[config.mk]
export PLATFORM = sky130hd
export DESIGN_NAME = octal_serial_host_bus_port
export DESIGN_NICKNAME = d
export VERILOG_FILES = /design/src/octal_port_pkg.sv /design/src/pin_sync.sv /design/src/ir_pulse_codec.sv /design/src/octal_serial_host_bus_port.sv
export SDC_FILE = /design/constraint.sdc
export NUM_CORES = 1
export LEC_CHECK = 0
export ABC_CLOCK_PERIOD_IN_PS = 4100
export BUFFER_PORTS_ARGS = -buffer_cell sky130_fd_sc_hd__buf_4
export CORE_MARGIN = 2
export CORE_UTILIZATION = 45
export DETAILED_ROUTE_END_ITERATION = 8
export PLACE_DENSITY_LB_ADDON = 0.1
export SLEW_MARGIN = 20
export SYNTH_ARGS = -nofsm -noshare
export SYNTH_HDL_FRONTEND = slang
export SYNTH_HIERARCHICAL = 1
export SYNTH_SLANG_ARGS = --single-unit
[constraint.sdc]
create_clock -name CLK -period 4.1 [get_ports CLK]
set_input_delay 0.615 -clock CLK [delete_from_list [all_inputs] [get_ports CLK]]
set_output_delay 0.615 -clock CLK [all_outputs]
set_load 0.01 [all_outputs]
[src/octal_port_pkg.sv]
package octal_port_pkg;

  localparam int NUM_CHANNELS = 8;
  localparam int NUM_REGS     = 16;
  localparam int DATA_W       = 8;
  localparam int ADDR_W       = 8;

  // address fields
  localparam int REG_LSB      = 0;
  localparam int REG_W        = 4;
  localparam int CHAN_LSB     = 4;
  localparam int CHAN_W       = 3;
  localparam int GLOBAL_BIT   = 7;

  // per-channel register indices (offsets chosen locally where none printed)
  localparam logic [3:0] IRQ_ENABLE_IDX   = 4'h1;
  localparam logic [3:0] MODEM_CTRL_IDX   = 4'h4;
  localparam logic [3:0] MODEM_STATUS_IDX = 4'h6;
  localparam logic [3:0] FEATURE_CTRL_IDX = 4'h8;
  localparam logic [3:0] ENH_FEATURE_IDX  = 4'h9;
  localparam logic [3:0] TX_DATA_IDX      = 4'h0;

  // field positions
  localparam int FEATURE_CTRL_REG_IR_INVERT_BIT = 4;
  localparam int FEATURE_CTRL_REG_HALF_DUPLEX_BIT = 5;
  localparam int FEATURE_CTRL_REG_IR_MODE_BIT   = 6;
  localparam int EFR_AUTO_OUT_BIT   = 6;
  localparam int EFR_AUTO_IN_BIT    = 7;
  localparam int MCR_DTR_BIT        = 0;
  localparam int MCR_RTS_BIT        = 1;
  localparam int MCR_DSR_SEL_BIT    = 2;
  localparam int IER_MODEM_BIT      = 3;

  // global register indices
  localparam logic [3:0] GLOBAL_IRQ_IDX   = 4'h0;
  localparam logic [3:0] GLOBAL_CTRL_IDX  = 4'h1;

  localparam logic [7:0] REG_RESET        = 8'h00;
  localparam int SYNC_STAGES              = 2;

  typedef logic [DATA_W-1:0] byte_t;
  typedef enum logic [1:0] {CYC_IDLE, CYC_READ, CYC_WRITE} cycle_e;

endpackage : octal_port_pkg

[src/pin_sync.sv]
`timescale 1ns/1ns
`default_nettype none
module pin_sync #(
  parameter int          WIDTH = 1,
  parameter logic [WIDTH-1:0] INIT = '0
) (
  input  wire logic             clk,   // system clock
  input  wire logic             rst_n, // async reset
  input  wire logic [WIDTH-1:0] din,   // asynchronous inputs
  output logic      [WIDTH-1:0] dout   // synchronised
);
  logic [WIDTH-1:0] meta_reg;
  logic [WIDTH-1:0] sync_reg;

  always_ff @(posedge clk or negedge rst_n)
  begin
    if (!rst_n)
    begin
      meta_reg <= INIT;
      sync_reg <= INIT;
    end
    else
    begin
      meta_reg <= din;
      sync_reg <= meta_reg;
    end
  end

  assign dout = sync_reg;
endmodule // pin_sync
`default_nettype wire

[src/ir_pulse_codec.sv]
`timescale 1ns/1ns
`default_nettype none
module ir_pulse_codec (
  input  wire logic clk,        // system clock
  input  wire logic rst_n,      // async reset
  input  wire logic ir_mode,    // infrared mode selected
  input  wire logic ir_invert,  // invert received pulses
  input  wire logic tx_bit,     // raw transmit bit, idle high
  input  wire logic rx_pin,     // synchronised receive pin
  output logic      tx_pin,     // transmit pin value
  output logic      rx_bit      // decoded receive bit, idle high
);
  logic tx_pin_reg;
  logic tx_pin_next;
  logic rx_bit_reg;
  logic rx_bit_next;
  logic rx_pulse;

  // ir pulses arrive active high; the invert bit handles active-low transceivers
  assign rx_pulse = ir_invert ? ~rx_pin : rx_pin;

  always_comb
  begin
    // normal mode passes data straight; ir sends a pulse for each zero
    tx_pin_next = ir_mode ? ~tx_bit : tx_bit;
    rx_bit_next = ir_mode ? ~rx_pulse : rx_pin;
  end

  always_ff @(posedge clk or negedge rst_n)
  begin
    if (!rst_n)
    begin
      tx_pin_reg <= 1'b1;
      rx_bit_reg <= 1'b1;
    end
    else
    begin
      tx_pin_reg <= tx_pin_next;
      rx_bit_reg <= rx_bit_next;
    end
  end

  assign tx_pin = tx_pin_reg;
  assign rx_bit = rx_bit_reg;
endmodule // ir_pulse_codec
`default_nettype wire

[src/octal_serial_host_bus_port.sv]
// What this block does
// - address bits 3..0 pick one of sixteen channel registers
// - address bits 6..4 pick one of eight channels
// - address bit 7 set routes access to global registers
// - eight-bit data bus, device drives only during reads
// - bus-style pin high: separate strobes, read strobe active low
// - read strobe falling edge reads register and drives the bus
// - write strobe falls to start, rises to latch the byte
// - single-strobe mode: write strobe pin is read/write level
// - separate-strobe mode: chip select must be low to respond
// - single-strobe mode: chip select is the access strobe
// - one shared open-drain active-low interrupt output
// - receive input idles high in normal mode
// - feature control bit 4 inverts received infrared pulses
// - transmit pin carries normal or infrared-encoded data
// - request-to-send: general, auto flow (enh bit 6), half duplex (bit 5)
// - terminal-ready offers the same three alternatives
// - clear-to-send readable; enh bit 7 makes it gate transmit
// - set-ready readable or alternative auto flow input under bit 7
// - carrier detect sampled and readable by software
// - ring indicator sampled and readable by software
`timescale 1ns/1ns
`default_nettype none
module octal_serial_host_bus_port
  import octal_port_pkg::*;
(
  input  wire logic                                    CLK,                  // 10 MHz clock
  input  wire logic                                    RST_N,                // async reset, active low
  input  wire logic                                    BUS_STYLE,            // 1 separate strobes, 0 single
  input  wire logic [octal_port_pkg::ADDR_W-1:0]       ADDR,                 // register address
  input  wire logic [octal_port_pkg::DATA_W-1:0]       DATA_IN,              // data bus level
  output logic      [octal_port_pkg::DATA_W-1:0]       DATA_OUT,             // read data
  output logic                                         DATA_OE,              // drive data bus
  input  wire logic                                    read_strobe_n,        // read strobe
  input  wire logic                                    write_strobe_n,       // write strobe or r/w level
  input  wire logic                                    CS_N,                 // chip select or strobe
  output logic                                         IRQ_OUT,              // interrupt pin level (always 0)
  output logic                                         IRQ_OE,               // pull interrupt line low
  output logic      [octal_port_pkg::NUM_CHANNELS-1:0] serial_out,           // transmit pins
  input  wire logic [octal_port_pkg::NUM_CHANNELS-1:0] serial_in,            // receive pins
  output logic      [octal_port_pkg::NUM_CHANNELS-1:0] request_to_send_n,    // rts pins
  output logic      [octal_port_pkg::NUM_CHANNELS-1:0] terminal_ready_n,     // dtr pins
  input  wire logic [octal_port_pkg::NUM_CHANNELS-1:0] clear_to_send_n,      // cts pins
  input  wire logic [octal_port_pkg::NUM_CHANNELS-1:0] set_ready_n,          // dsr pins
  input  wire logic [octal_port_pkg::NUM_CHANNELS-1:0] carrier_detect_n,     // cd pins
  input  wire logic [octal_port_pkg::NUM_CHANNELS-1:0] ring_indicator_n,     // ri pins
  input  wire logic [octal_port_pkg::NUM_CHANNELS-1:0] TX_BIT,               // core transmit bits
  input  wire logic [octal_port_pkg::NUM_CHANNELS-1:0] TX_ACTIVE,            // core is sending
  input  wire logic [octal_port_pkg::NUM_CHANNELS-1:0] RX_READY,             // core can accept data
  input  wire logic [octal_port_pkg::NUM_CHANNELS-1:0] CHAN_EVENT,           // core interrupt sources
  output logic      [octal_port_pkg::NUM_CHANNELS-1:0] RX_BIT,               // decoded receive bits
  output logic      [octal_port_pkg::NUM_CHANNELS-1:0] TX_ALLOWED            // flow control permits sending
);
  import octal_port_pkg::*;

  localparam int NB = 4 + ADDR_W + DATA_W;
  localparam int CH = NUM_CHANNELS;

  // synchronised pins
  logic [NB-1:0]  bus_sync;
  logic [CH-1:0]  rx_sync;
  logic [CH-1:0]  cts_sync;
  logic [CH-1:0]  dsr_sync;
  logic [CH-1:0]  cd_sync;
  logic [CH-1:0]  ri_sync;

  // address and data share the strobes' synchroniser so all of them arrive on the same edge
  pin_sync #(.WIDTH(NB), .INIT('1)) u_bus_sync (
    .clk   (CLK),
    .rst_n (RST_N),
    .din   ({BUS_STYLE, read_strobe_n, write_strobe_n, CS_N, ADDR, DATA_IN}),
    .dout  (bus_sync)
  );

  pin_sync #(.WIDTH(5*CH), .INIT('1)) u_modem_sync (
    .clk   (CLK),
    .rst_n (RST_N),
    .din   ({serial_in, clear_to_send_n, set_ready_n, carrier_detect_n, ring_indicator_n}),
    .dout  ({rx_sync, cts_sync, dsr_sync, cd_sync, ri_sync})
  );

  logic              style_sep;
  logic              rd_n_s;
  logic              wr_n_s;
  logic              cs_n_s;
  logic [ADDR_W-1:0] addr_s;
  byte_t             data_s;
  assign {style_sep, rd_n_s, wr_n_s, cs_n_s, addr_s, data_s} = bus_sync;

  // register storage
  byte_t ier_reg  [CH];
  byte_t mcr_reg  [CH];
  byte_t feature_ctrl_reg_reg [CH];
  byte_t efr_reg  [CH];
  byte_t gctl_reg;
  byte_t ier_next  [CH];
  byte_t mcr_next  [CH];
  byte_t feature_ctrl_reg_next [CH];
  byte_t efr_next  [CH];
  byte_t gctl_next;

  // bus cycle state
  cycle_e             cyc_reg;
  cycle_e             cyc_next;
  logic [ADDR_W-1:0]  addr_reg;
  logic [ADDR_W-1:0]  addr_next;
  byte_t              rdata_reg;
  byte_t              rdata_next;
  logic               oe_reg;
  logic               oe_next;
  logic [CH-1:0]      rts_reg;
  logic [CH-1:0]      rts_next;
  logic [CH-1:0]      dtr_reg;
  logic [CH-1:0]      dtr_next;
  logic [CH-1:0]      allow_reg;
  logic [CH-1:0]      allow_next;
  logic               irq_reg;
  logic               irq_next;

  logic          rd_req;
  logic          wr_req;
  logic          wr_done;
  logic [CH-1:0] pending;
  logic [CH-1:0] ir_mode;
  logic [CH-1:0] ir_inv;

  function automatic logic [CHAN_W-1:0] chan_of(input logic [ADDR_W-1:0] a);
    chan_of = a[CHAN_LSB +: CHAN_W];
  endfunction

  function automatic logic [REG_W-1:0] reg_of(input logic [ADDR_W-1:0] a);
    reg_of = a[REG_LSB +: REG_W];
  endfunction

  function automatic byte_t modem_status(input int c);
    modem_status = {~cd_sync[c], ~ri_sync[c], ~dsr_sync[c], ~cts_sync[c], 4'h0};
  endfunction

  // interrupt pending when a channel event is enabled; modem changes counted via event input
  always_comb
  begin
    for (int c = 0; c < CH; c++)
    begin
      pending[c] = CHAN_EVENT[c] & ier_reg[c][IER_MODEM_BIT];
      ir_mode[c] = feature_ctrl_reg_reg[c][FEATURE_CTRL_REG_IR_MODE_BIT];
      ir_inv[c]  = feature_ctrl_reg_reg[c][FEATURE_CTRL_REG_IR_INVERT_BIT];
    end
  end

  // strobe decoding; the style pin is sampled live, so changing it mid-cycle garbles that cycle
  always_comb
  begin
    if (style_sep)
    begin
      rd_req = !cs_n_s && !rd_n_s;
      wr_req = !cs_n_s && !wr_n_s;
    end
    else
    begin
      rd_req = !cs_n_s && wr_n_s;
      wr_req = !cs_n_s && !wr_n_s;
    end
  end

  function automatic byte_t read_mux(input logic [ADDR_W-1:0] a);
    int c;
    c = int'(chan_of(a));
    read_mux = REG_RESET;
    if (a[GLOBAL_BIT])
    begin
      case (reg_of(a))
        GLOBAL_IRQ_IDX:  read_mux = pending;
        GLOBAL_CTRL_IDX: read_mux = gctl_reg;
        default:         read_mux = REG_RESET;
      endcase
    end
    else
    begin
      case (reg_of(a))
        IRQ_ENABLE_IDX:   read_mux = ier_reg[c];
        MODEM_CTRL_IDX:   read_mux = mcr_reg[c];
        MODEM_STATUS_IDX: read_mux = modem_status(c);
        FEATURE_CTRL_IDX: read_mux = feature_ctrl_reg_reg[c];
        ENH_FEATURE_IDX:  read_mux = efr_reg[c];
        default:          read_mux = REG_RESET;
      endcase
    end
  endfunction

  // bus cycle: the read is taken at the strobe's leading edge, the write at its trailing edge
  always_comb
  begin
    cyc_next   = cyc_reg;
    addr_next  = addr_reg;
    rdata_next = rdata_reg;
    oe_next    = oe_reg;
    wr_done    = 1'b0;
    case (cyc_reg)
      CYC_IDLE:
      begin
        if (rd_req)
        begin
          cyc_next   = CYC_READ;
          addr_next  = addr_s;
          rdata_next = read_mux(addr_s);
          oe_next    = 1'b1;
        end
        else if (wr_req)
        begin
          cyc_next  = CYC_WRITE;
          addr_next = addr_s;
        end
      end
      CYC_READ:
      begin
        if (!rd_req)
        begin
          cyc_next = CYC_IDLE;
          oe_next  = 1'b0;
        end
      end
      CYC_WRITE:
      begin
        // a late data byte is fine: it is recaptured every cycle until the strobe ends
        rdata_next = data_s;
        if (!wr_req)
        begin
          cyc_next = CYC_IDLE;
          wr_done  = 1'b1;
        end
      end
      default:
      begin
        cyc_next = CYC_IDLE;
        oe_next  = 1'b0;
      end
    endcase
  end

  // register writes use the byte sampled in the last cycle of the strobe
  always_comb
  begin
    gctl_next = gctl_reg;
    for (int c = 0; c < CH; c++)
    begin
      ier_next[c]  = ier_reg[c];
      mcr_next[c]  = mcr_reg[c];
      feature_ctrl_reg_next[c] = feature_ctrl_reg_reg[c];
      efr_next[c]  = efr_reg[c];
    end
    if (wr_done)
    begin
      if (addr_reg[GLOBAL_BIT])
      begin
        if (reg_of(addr_reg) == GLOBAL_CTRL_IDX)
          gctl_next = rdata_reg;
      end
      else
      begin
        case (reg_of(addr_reg))
          IRQ_ENABLE_IDX:   ier_next[chan_of(addr_reg)]  = rdata_reg;
          MODEM_CTRL_IDX:   mcr_next[chan_of(addr_reg)]  = rdata_reg;
          FEATURE_CTRL_IDX: feature_ctrl_reg_next[chan_of(addr_reg)] = rdata_reg;
          ENH_FEATURE_IDX:  efr_next[chan_of(addr_reg)]  = rdata_reg;
          default:          gctl_next = gctl_reg;
        endcase
      end
    end
  end

  // modem outputs: half duplex beats auto flow, auto flow beats general output
  always_comb
  begin
    for (int c = 0; c < CH; c++)
    begin
      logic flow_in_ok;
      flow_in_ok = mcr_reg[c][MCR_DSR_SEL_BIT] ? !dsr_sync[c] : !cts_sync[c];
      if (feature_ctrl_reg_reg[c][FEATURE_CTRL_REG_HALF_DUPLEX_BIT])
      begin
        rts_next[c] = !TX_ACTIVE[c];
        dtr_next[c] = !TX_ACTIVE[c];
      end
      else if (efr_reg[c][EFR_AUTO_OUT_BIT])
      begin
        rts_next[c] = !(RX_READY[c] && mcr_reg[c][MCR_RTS_BIT]);
        dtr_next[c] = !(RX_READY[c] && mcr_reg[c][MCR_DTR_BIT]);
      end
      else
      begin
        rts_next[c] = !mcr_reg[c][MCR_RTS_BIT];
        dtr_next[c] = !mcr_reg[c][MCR_DTR_BIT];
      end
      allow_next[c] = !efr_reg[c][EFR_AUTO_IN_BIT] || flow_in_ok;
    end
    irq_next = |pending;
  end

  always_ff @(posedge CLK or negedge RST_N)
  begin
    if (!RST_N)
    begin
      cyc_reg   <= CYC_IDLE;
      addr_reg  <= '0;
      rdata_reg <= REG_RESET;
      oe_reg    <= 1'b0;
      gctl_reg  <= REG_RESET;
      rts_reg   <= '1;
      dtr_reg   <= '1;
      allow_reg <= '1;
      irq_reg   <= 1'b0;
      for (int c = 0; c < CH; c++)
      begin
        ier_reg[c]  <= REG_RESET;
        mcr_reg[c]  <= REG_RESET;
        feature_ctrl_reg_reg[c] <= REG_RESET;
        efr_reg[c]  <= REG_RESET;
      end
    end
    else
    begin
      cyc_reg   <= cyc_next;
      addr_reg  <= addr_next;
      rdata_reg <= rdata_next;
      oe_reg    <= oe_next;
      gctl_reg  <= gctl_next;
      rts_reg   <= rts_next;
      dtr_reg   <= dtr_next;
      allow_reg <= allow_next;
      irq_reg   <= irq_next;
      for (int c = 0; c < CH; c++)
      begin
        ier_reg[c]  <= ier_next[c];
        mcr_reg[c]  <= mcr_next[c];
        feature_ctrl_reg_reg[c] <= feature_ctrl_reg_next[c];
        efr_reg[c]  <= efr_next[c];
      end
    end
  end

  for (genvar g = 0; g < CH; g++)
  begin : g_chan
    ir_pulse_codec u_codec (
      .clk       (CLK),
      .rst_n     (RST_N),
      .ir_mode   (ir_mode[g]),
      .ir_invert (ir_inv[g]),
      .tx_bit    (TX_BIT[g]),
      .rx_pin    (rx_sync[g]),
      .tx_pin    (serial_out[g]),
      .rx_bit    (RX_BIT[g])
    );
  end

  // read data stands only while the device owns the bus
  assign DATA_OUT          = oe_reg ? rdata_reg : REG_RESET;
  assign DATA_OE           = oe_reg;
  assign IRQ_OUT           = 1'b0;
  assign IRQ_OE            = irq_reg;
  assign request_to_send_n = rts_reg;
  assign terminal_ready_n  = dtr_reg;
  assign TX_ALLOWED        = allow_reg;

endmodule // octal_serial_host_bus_port
`default_nettype wire

[Word-level counts from Yosys, hierarchy flattened]
Index checks and enable logic that the tools add are counted.
Operators by class
  eq/ne operators: 15
  $lt $le $gt $ge: 4
  reductions and logical operators: 109
  bitwise gates (word level): 40
  multiplexer cells: 109
Operators by type and width (number)
  bitwise mux 64 bit: 4
  2-to-1 mux 8 bit: 14
  binary-select mux 8 bit (select 3 bit): 4
  2-to-1 mux 1 bit: 73
  logical NOT 1 bit: 67
  case mux 8 bit (5 select lines): 1
  >= comparator 32 x 4 -> 1 bit, second input constant: 1
  inverter 3 -> 32 bit: 1
  case mux 8 bit (2 select lines): 2
  inverter 1 bit: 30
  demux 8 bit (select 3 bit): 1
  AND reduction 3 bit: 7
  logical AND 1 bit: 20
  == test 4 bit, second input constant: 4
  binary-select mux 1 bit (select 3 bit): 4
  == test 4 x 3 -> 1 bit, second input constant: 3
  bitwise AND 1 bit: 8
  == test 4 x 1 -> 1 bit, second input constant: 2
  logical OR 1 bit: 8
  2-to-1 mux 2 bit: 4
  OR reduction 8 bit: 1
  inequality test 2 bit, second input constant: 3
  case mux 2 bit (3 select lines): 1
  >= comparator 4 bit, second input constant: 1
  other kinds (11): 13
Storage, ports and cells
  bits of input ports: 94
  logic and storage cells: 338
  flip-flop bits (word level): 444

[Logic depth before layout (Yosys ltp)]
Gate-level depths: netlist of run 1.
  depth in word-level cells: 8
  gate-level depth with buffers: 9
  depth with buffers taken out: 6

[Modules after synthesis]
Netlist of run 1, hierarchy kept.
Modules (own cells, without submodules)
  octal_serial_host_bus_port: cells an instance 1006, area an instance 14559.0 µm², times used 1
  pin_sync (u_modem_sync): cells an instance 80, area an instance 2102.0 µm², times used 1
  pin_sync (u_bus_sync): cells an instance 40, area an instance 1051.0 µm², times used 1
  ir_pulse_codec: cells an instance 5, area an instance 76.3 µm², times used 8

[Least setup slack after synthesis of run 1]
No wires, ideal clock.
  path type: register -> register
  from: reg u_bus_sync.sync_reg[12] (netlist: u_bus_sync/dout[12])
  to: reg rdata_reg[5]
  required time: 3973 ps
  data arrival time: 2184 ps
  path slack: 1789 ps
  clock period less this slack: 2311 ps
  buffers on the path: 3
  library setup time: 127 ps
  cell stages (with the launch flop): 9
  path through: dfstp_2 buf_6 buf_4 buf_2 mux4_2 a22oi_1 o2111ai_1 o21ai_0 a21oi_1
Between the ends
  longest elaborated chain between the ends: 8
Ends and longest elaborated chain
  start: declaration: line pin_sync.sv:13  | logic [WIDTH-1:0] sync_reg;
  start signal: assignment: line pin_sync.sv:25  | sync_reg <= meta_reg;
  inverter 3 -> 32 bit (not written as such)
  binary-select mux 8 bit (select 3 bit) (on tied branches)
  2-to-1 mux 8 bit (on tied branches) (2 in a row)
  case mux 8 bit (5 select lines) (*): line octal_serial_host_bus_port.sv:179  | case (reg_of(a))
  2-to-1 mux 8 bit (*): line octal_serial_host_bus_port.sv:169  | if (a[GLOBAL_BIT])
  2-to-1 mux 8 bit (*): line octal_serial_host_bus_port.sv:201  | if (rd_req)
  case mux 8 bit (2 select lines) (*): line octal_serial_host_bus_port.sv:198  | case (cyc_reg)
  end signal: assignment: line octal_serial_host_bus_port.sv:323  | rdata_reg <= rdata_next;
  end: declaration: line octal_serial_host_bus_port.sv:107  | byte_t rdata_reg;
Every way passes the cells marked *; elsewhere a longest branch is shown, timed or not. The select of a mux whose other input is x is not followed.
A chain may end at the register's enable or synchronous reset.

[Final worst setup path of run 1]
  from: reg u_bus_sync.sync_reg[12] (netlist: u_bus_sync/dout[12])
  to: reg rdata_reg[1]
Between the ends
  longest elaborated chain between the ends: 8
Ends and longest elaborated chain (line)
  inverter 3 -> 32 bit (not written as such) (*)
  binary-select mux 8 bit (select 3 bit) (on tied branches)
  2-to-1 mux 8 bit (on tied branches) (2 in a row)
  case mux 8 bit (5 select lines) (*): octal_serial_host_bus_port.sv:179
  2-to-1 mux 8 bit (*): octal_serial_host_bus_port.sv:169
  2-to-1 mux 8 bit (*): octal_serial_host_bus_port.sv:201
  case mux 8 bit (2 select lines) (*): octal_serial_host_bus_port.sv:198
Marks and branches as above.

==> flow_summary.ini, run 1 <==
[status]
run_status = finished, final reports clean

[route]
remaining_drc_errors = 0
detail_route.first_pass.iterations = 5
vias_per_cell = 5.722
dr.first_iter.drc_count = 765
routed_wirelength_um = 47240
detailroute.via_count = 10760
post_drt_wl_per_cell_um = 25.13
antenna_left = 0

[sta]
postLayoutSetupSlackWorst_ns = 1.096
skew_final_ns = 0.02612
setup-tns-final_ns = 0
worstMarginPinSlew_ns = 1.063
period_needed_ns = 3.004
max_slew_margin_pct = 29.04
finalSetupViolations = 0
grt_setup_unrepaired = false
timing_hold_violations_final = 0
final.period_utilization_pct = 73.28
clock.fmax_mhz = 332.9
slew_viol_final = 0

[grt]
vias_in_the_first_global_route = 11330
antenna_found_initial = 0
globalRouteOverflowTotal = 0
pin_count_of_the_biggest_net_entering_global_routing = 106
grt_first_pass_wirelength_um = 71770
grt_usage_pct = 23.18

[yosys]
synth_cell_type_count = 57
synth_seq_area_share_pct = 61.73
ys_dominant_reg_cell = dfrtp_1
synth_warnings = 6
synth_mux_area_share_pct = 26.37
synth_area_leader_cell = dfrtp_1
synth_top_family_by_area = multiplexers
synth_compound_area_share_pct = 4.213
xor_xnor_cell_area_share_of_the_yosys_netlist_pct = 0.7648
yosys-top-cells-area = dfrtp_1 (39%), dfstp_2 (23%), mux2_2 (16%)
synth-adder-area-share_pct = 0.05463
async_reset_ff_share_pct = 100.0
synth-edff-count = 0
synthDominantCellAreaShare_pct = 38.79
synth-simple-area-share_pct = 4.889
synth-seq-cells = 444
post_synth_instance_area_um2 = 18320
syn_area_per_cell_um2 = 15.71
synth_nets = 1260
post_synth_inst_count = 1166

[job]
drv_cap = 0

[critical_path]
critical_path_peak_fanout = 43
worstPathCellList = mux4_1, nand3_1, nand4_1, o311ai_1, a22oi_1, a221o_1
critical_path.top_delay_family = flip-flops
critical_path.slowest_cell = dfstp_4
max_stage_delay_ns = 1.14
timing.critical_path.buf_inv = 0
timing.critical_path.arrival_ns = 3.46
required_ns = 4.55
cp_class = reg2reg
critical_path.endpoint_type = flop
critical_path.startpoint_type = flop

[clock_tree]
cts-buffers-inserted = 49
tritoncts = built
post_cts_hold_buffer_count = 0
cts_post_setup_buffers_inserted = 0
clockRootBuffer = clkbuf_16
clock-sinks = 444
clock_input_transition_at_the_sequential_cells_of_the_worst_setup_and_hold_paths_ns = 0.06
ctsResizeCount = 0
clk_latency_ns = 0.59
ctsHtreeMaxLevel = 2
clock_path_buffers = 3

[final_layout]
layout-drive-gt1-share_pct = 56.01
fin_nets = 1412
mostFrequentLayoutCell = dfrtp_1
top_library_cells_by_usage_in_the_layout_fill_and_taps_aside = dfrtp_1 (284), mux2_2 (259), buf_4 (164), dfstp_2 (158), mux4_2 (62)
final_util_pct = 54.16
insertedDiodeCount = 0
nFillCells = 3335
flow.area_growth_from_synthesis_pct = 18.26
layout.cell_area.non_filler_um2 = 21670

[floorplanning]
die_w_um = 205.8
floorplan.io_pins = 145
initial_core_util_pct = 45.80
placementRows = 73
fp.coreArea_um2 = 40010
die_area_um2 = 42350
chipHeight_um = 205.8

[power]
total_power_mw = 10.18
power_density_nw_per_um2 = 469.9
power.ir.vdd_worst_mv = 0.2841
leakage_nw = 10.09

[place]
final_gp_congestion = 0.8370
dpl_cell_area_um2 = 20010
numPortBuffers = 143
dpl.hpwl_um = 31400
place_ws_ns = 1.101

[worst_hold_path]
hold_class = in2async
## Yosys cell counts, types with 15 or more instances
| master | n |
|---|---|
| a21oi_1 | 18 |
| nand2_2 | 24 |
| clkbuf_1 | 50 |
| nor2_1 | 17 |
| nand2_1 | 45 |
| mux2_2 | 259 |
| a22oi_1 | 28 |
| o21ai_0 | 15 |
| nand3_1 | 19 |
| mux4_2 | 62 |
| dfstp_2 | 160 |
| mux2_1 | 20 |
| dfrtp_1 | 284 |
## power by group
part	leakage, nW	internal, mW	switching [mW]
clock network	0.822	2.73	1.75
logic	3.66	0.366	0.511
registers	5.61	4.65	0.183
total	10.1	7.74	2.44
## layer usage
metal	up-vias	global-route usage (%)	part of all wire (%)
li1	4595	-	-
met1	5728	31.95	43
met2	354	37.12	47
met3	80	4.181	6.2
met4	0	8.189	3.1
met5	-	0	0
## cells by family (layout without fill, tap and decap cells)
kind of cell | after synthesis | count (layout)
compound gates | 105 | 105
other cells | 1 | 1
flops | 444 | 444
mux | 354 | 354
fa+ha+maj | 1 | 1
buf+inv | 82 | 271
xor+xnor | 16 | 16
simple gates | 163 | 163
## final timing paths
check	endpoint	slack, ns	from	depth (start not counted)
setup / recovery	rdata_reg[1]	1.10	u_bus_sync/dout[12]	6
hold / removal	feature_ctrl_reg_reg[55]	0.11	RST_N	1
setup reg to reg	rdata_reg[1]	1.10	u_bus_sync/dout[12]	6
hold reg to reg	u_modem_sync/dout[12]	0.35	u_modem_sync/meta_reg[12]	0
max in group asynchronous	u_bus_sync/meta_reg[6]	2.97	RST_N	2
min in group CLK	u_modem_sync/meta_reg[33]	0.14	serial_in[1]	1
## area by class of cell
cell class	instances	area (µm²)	share of cell area, %
Sequential cell	444	11320	52.23
Inverter	14	52.55	0.2425
Multi-Input combinational cell	640	6655	30.71
Tap cell	525	656.9	3.032
Clock buffer	78	1526	7.045
Clock inverter	10	132.6	0.6121
Timing Repair Buffer	169	1326	6.121
## per-stage QoR
| stage | hold WS, ns | instances |
|---|---|---|
| finish | 0.1064 | 1880 |
| global route | 0.1037 | 1880 |
| CTS | 0.1034 | 1880 |
| detailed placement | 0.3468 | 1792 |
| global placement | 0.3454 | 1792 |
| floorplan | 0.3194 | 1166 |
(Power assumes the default switching activity.)
==> run 2: changes to the inputs <==
--- a/config.mk
+++ b/config.mk
@@ -5,7 +5,7 @@
 export SDC_FILE = /design/constraint.sdc
 export NUM_CORES = 1
 export LEC_CHECK = 0
-export ABC_CLOCK_PERIOD_IN_PS = 4100
+export ABC_CLOCK_PERIOD_IN_PS = 3100
 export BUFFER_PORTS_ARGS = -buffer_cell sky130_fd_sc_hd__buf_4
 export CORE_MARGIN = 2
 export CORE_UTILIZATION = 45
==> constraint.sdc (replaced) <==
create_clock -name CLK -period 3.1 [get_ports CLK]
set_input_delay 0.465 -clock CLK [delete_from_list [all_inputs] [get_ports CLK]]
set_output_delay 0.465 -clock CLK [all_outputs]
set_load 0.01 [all_outputs]
==> run 2 against run 1 <==
Net effect:
- clock-buffer cell count decreased by 7
- non-clock buffer count up 88
- critical endpoint unchanged
- register-to-register slack lost 0.71 ns
- final cell count increased by 4.6%
- sequential power increased by 33%
- die area did not move
- first-iteration DRC count down 8.0%
- via count rose by 2.2%
- core utilization is 2.0 points higher
- clock skew is 0.014 ns lower
- sequential cell count unchanged
- critical path depth is the same
==> flow_summary.ini, run 2 (synthesis gave the netlist of run 1 again) <==
[floorplanning]
placementRows = 73
chipHeight_um = 205.8
initial_core_util_pct = 45.80
die_w_um = 205.8
die_area_um2 = 42350
floorplan.io_pins = 145
fp.coreArea_um2 = 40010

[sta]
period_needed_ns = 2.710
clock.fmax_mhz = 368.9
grt_setup_unrepaired = false
final.period_utilization_pct = 87.43
setup-tns-final_ns = 0
finalSetupViolations = 0
max_slew_margin_pct = 43.78
skew_final_ns = 0.01218
worstMarginPinSlew_ns = 0.8415
timing_hold_violations_final = 0
slew_viol_final = 0

[worst_hold_path]
hold_class = in2reg
worstHoldPathCells = 2

[grt]
globalRouteOverflowTotal = 0
antenna_found_initial = 0
grt_usage_pct = 23.83
grt_first_pass_wirelength_um = 73440
vias_in_the_first_global_route = 11700
pin_count_of_the_biggest_net_entering_global_routing = 76

[clock_tree]
ctsHtreeMaxLevel = 2
clk_latency_ns = 0.58
clockRootBuffer = clkbuf_16
tritoncts = built
clock_input_transition_at_the_sequential_cells_of_the_worst_setup_and_hold_paths_ns = 0.06
cts-buffers-inserted = 47
clock-sinks = 444
clock_path_buffers = 3
ctsResizeCount = 0

[critical_path]
timing.critical_path.arrival_ns = 3.17
r2r_slack_ns = 0.39
worst_r2r_endpoint = rdata_reg[1]
cp_class = reg2reg
reg2reg_from = u_bus_sync/dout[12]
endpoint = rdata_reg[1]
critical_path.endpoint_type = flop
critical_path.startpoint_type = flop
critical_path.top_delay_family = compound AO/OA/AOI/OAI gates
max_stage_delay_ns = 0.69
critical_path.slowest_cell = mux4_1
required_ns = 3.56
critical_path_peak_fanout = 33
worstPathCellList = buf_12, mux4_1, a22o_1, o311ai_1, a22oi_1, a221o_1
number_of_logic_stages_on_the_critical_path_including_buffering = 6
timing.critical_path.from = u_bus_sync/dout[12]
worst_r2r_path_depth = 6
timing.critical_path.buf_inv = 1

[power]
sw_share_pct = 24.32
total_power_mw = 13.28
p_comb_share_pct = 9.4
internal_power_mw = 10.05
seq_power_share_pct = 48.2
power.ir.vdd_worst_mv = 0.3822
power_density_nw_per_um2 = 591.5
p_switching_mw = 3.231
leakage_nw = 10.45
pwr-share-clk_pct = 42.5

[route]
detail_route.first_pass.iterations = 5
dr.first_iter.drc_count = 704
routed_wirelength_um = 48540
detailroute.via_count = 10990
vias_per_cell = 5.589
remaining_drc_errors = 0
antenna_left = 0
post_drt_wl_per_cell_um = 24.68

[final_layout]
final_util_pct = 56.14
layout-drive-gt1-share_pct = 54.09
fin_cells = 1967
top_library_cells_by_usage_in_the_layout_fill_and_taps_aside = dfrtp_1 (284), mux2_2 (259), buf_4 (181), dfstp_2 (158), dlygate4sd3_1 (67)
mostFrequentLayoutCell = dfrtp_1
layout.cell_area.non_filler_um2 = 22460
flow.area_growth_from_synthesis_pct = 22.57
fin_nets = 1498
insertedDiodeCount = 0

[place]
dpl.hpwl_um = 32850
placed_cells = 1813
final_gp_congestion = 0.8439
dpl_cell_area_um2 = 20220
numPortBuffers = 143

[status]
run_status = finished, final reports clean

[job]
drv_cap = 0
run 2: cell types whose count changed in the layout (fill, tap and decap cells not counted), sizes merged:
cell         previous run  this run
dlygate4sd3             0        67
clkinv                  5        11
buf                   169       190
inv                    16        17
bufinv                  3         2
clkbuf                 78        71
run 2: metrics by stage:
| stage | hold slack, ns | setup slack (ns) |
|---|---|---|
| after global placement | 0.3458 | 0.4077 |
| after global routing | 0.01122 | 0.1737 |
| after floorplan | 0.1694 | 0.7892 |
| final | 0.02818 | 0.3896 |
| after CTS | 0.0003590 | 0.3896 |
| after detailed placement | 0.3468 | 0.4129 |
run 2: worst min path at each step:
stage	startpoint	to	slack, ns
finish	TX_BIT[5]	g_chan[5].u_codec/tx_pin	0.03
global placement	u_modem_sync/meta_reg[15]	u_modem_sync/dout[15]	0.35
detailed placement	u_bus_sync/meta_reg[14]	u_bus_sync/dout[14]	0.35
CTS	TX_BIT[5]	g_chan[5].u_codec/tx_pin	0.0004
global route	TX_BIT[5]	g_chan[5].u_codec/tx_pin	0.01
floorplan	RST_N	DATA_OE	0.17
run 2: power by group through the flow:
stage                     clock network, mW  registers [mW]  logic (mW)
after floorplan                           0            6.36       0.673
after global placement                    0            6.49        1.18
after detailed placement                  0            6.50        1.19
after CTS                              5.78            6.40        1.26
after global routing                   6.02            6.43        1.36
final                                  5.64            6.40        1.24
run 2: timing repair:
action                    CTS  global route
hold buffers               67             0
setup buffers               0             0
hold endpoints to repair  110             0
run 2: routing by layer:
metal / vias to the layer above / part of all wire, % / global-route usage (%)
met1: 5772 / 45 / 33.31
met5: - / 0 / 0
li1: 4768 / - / -
met2: 337 / 45 / 36.23
met3: 116 / 6.0 / 4.894
met4: 0 / 4.1 / 10.41
run 2: area by class of cell:
| class | instances | area, µm² |
|---|---|---|
| fillers | 3210 | 17550 |
| flip-flops and latches | 444 | 11320 |
| multi-input cells | 640 | 6655 |
| repair buffers | 257 | 2205 |
| clock buffers | 71 | 1429 |
| well taps | 525 | 656.9 |
| clock inverters | 16 | 141.4 |
| inverters | 14 | 52.55 |
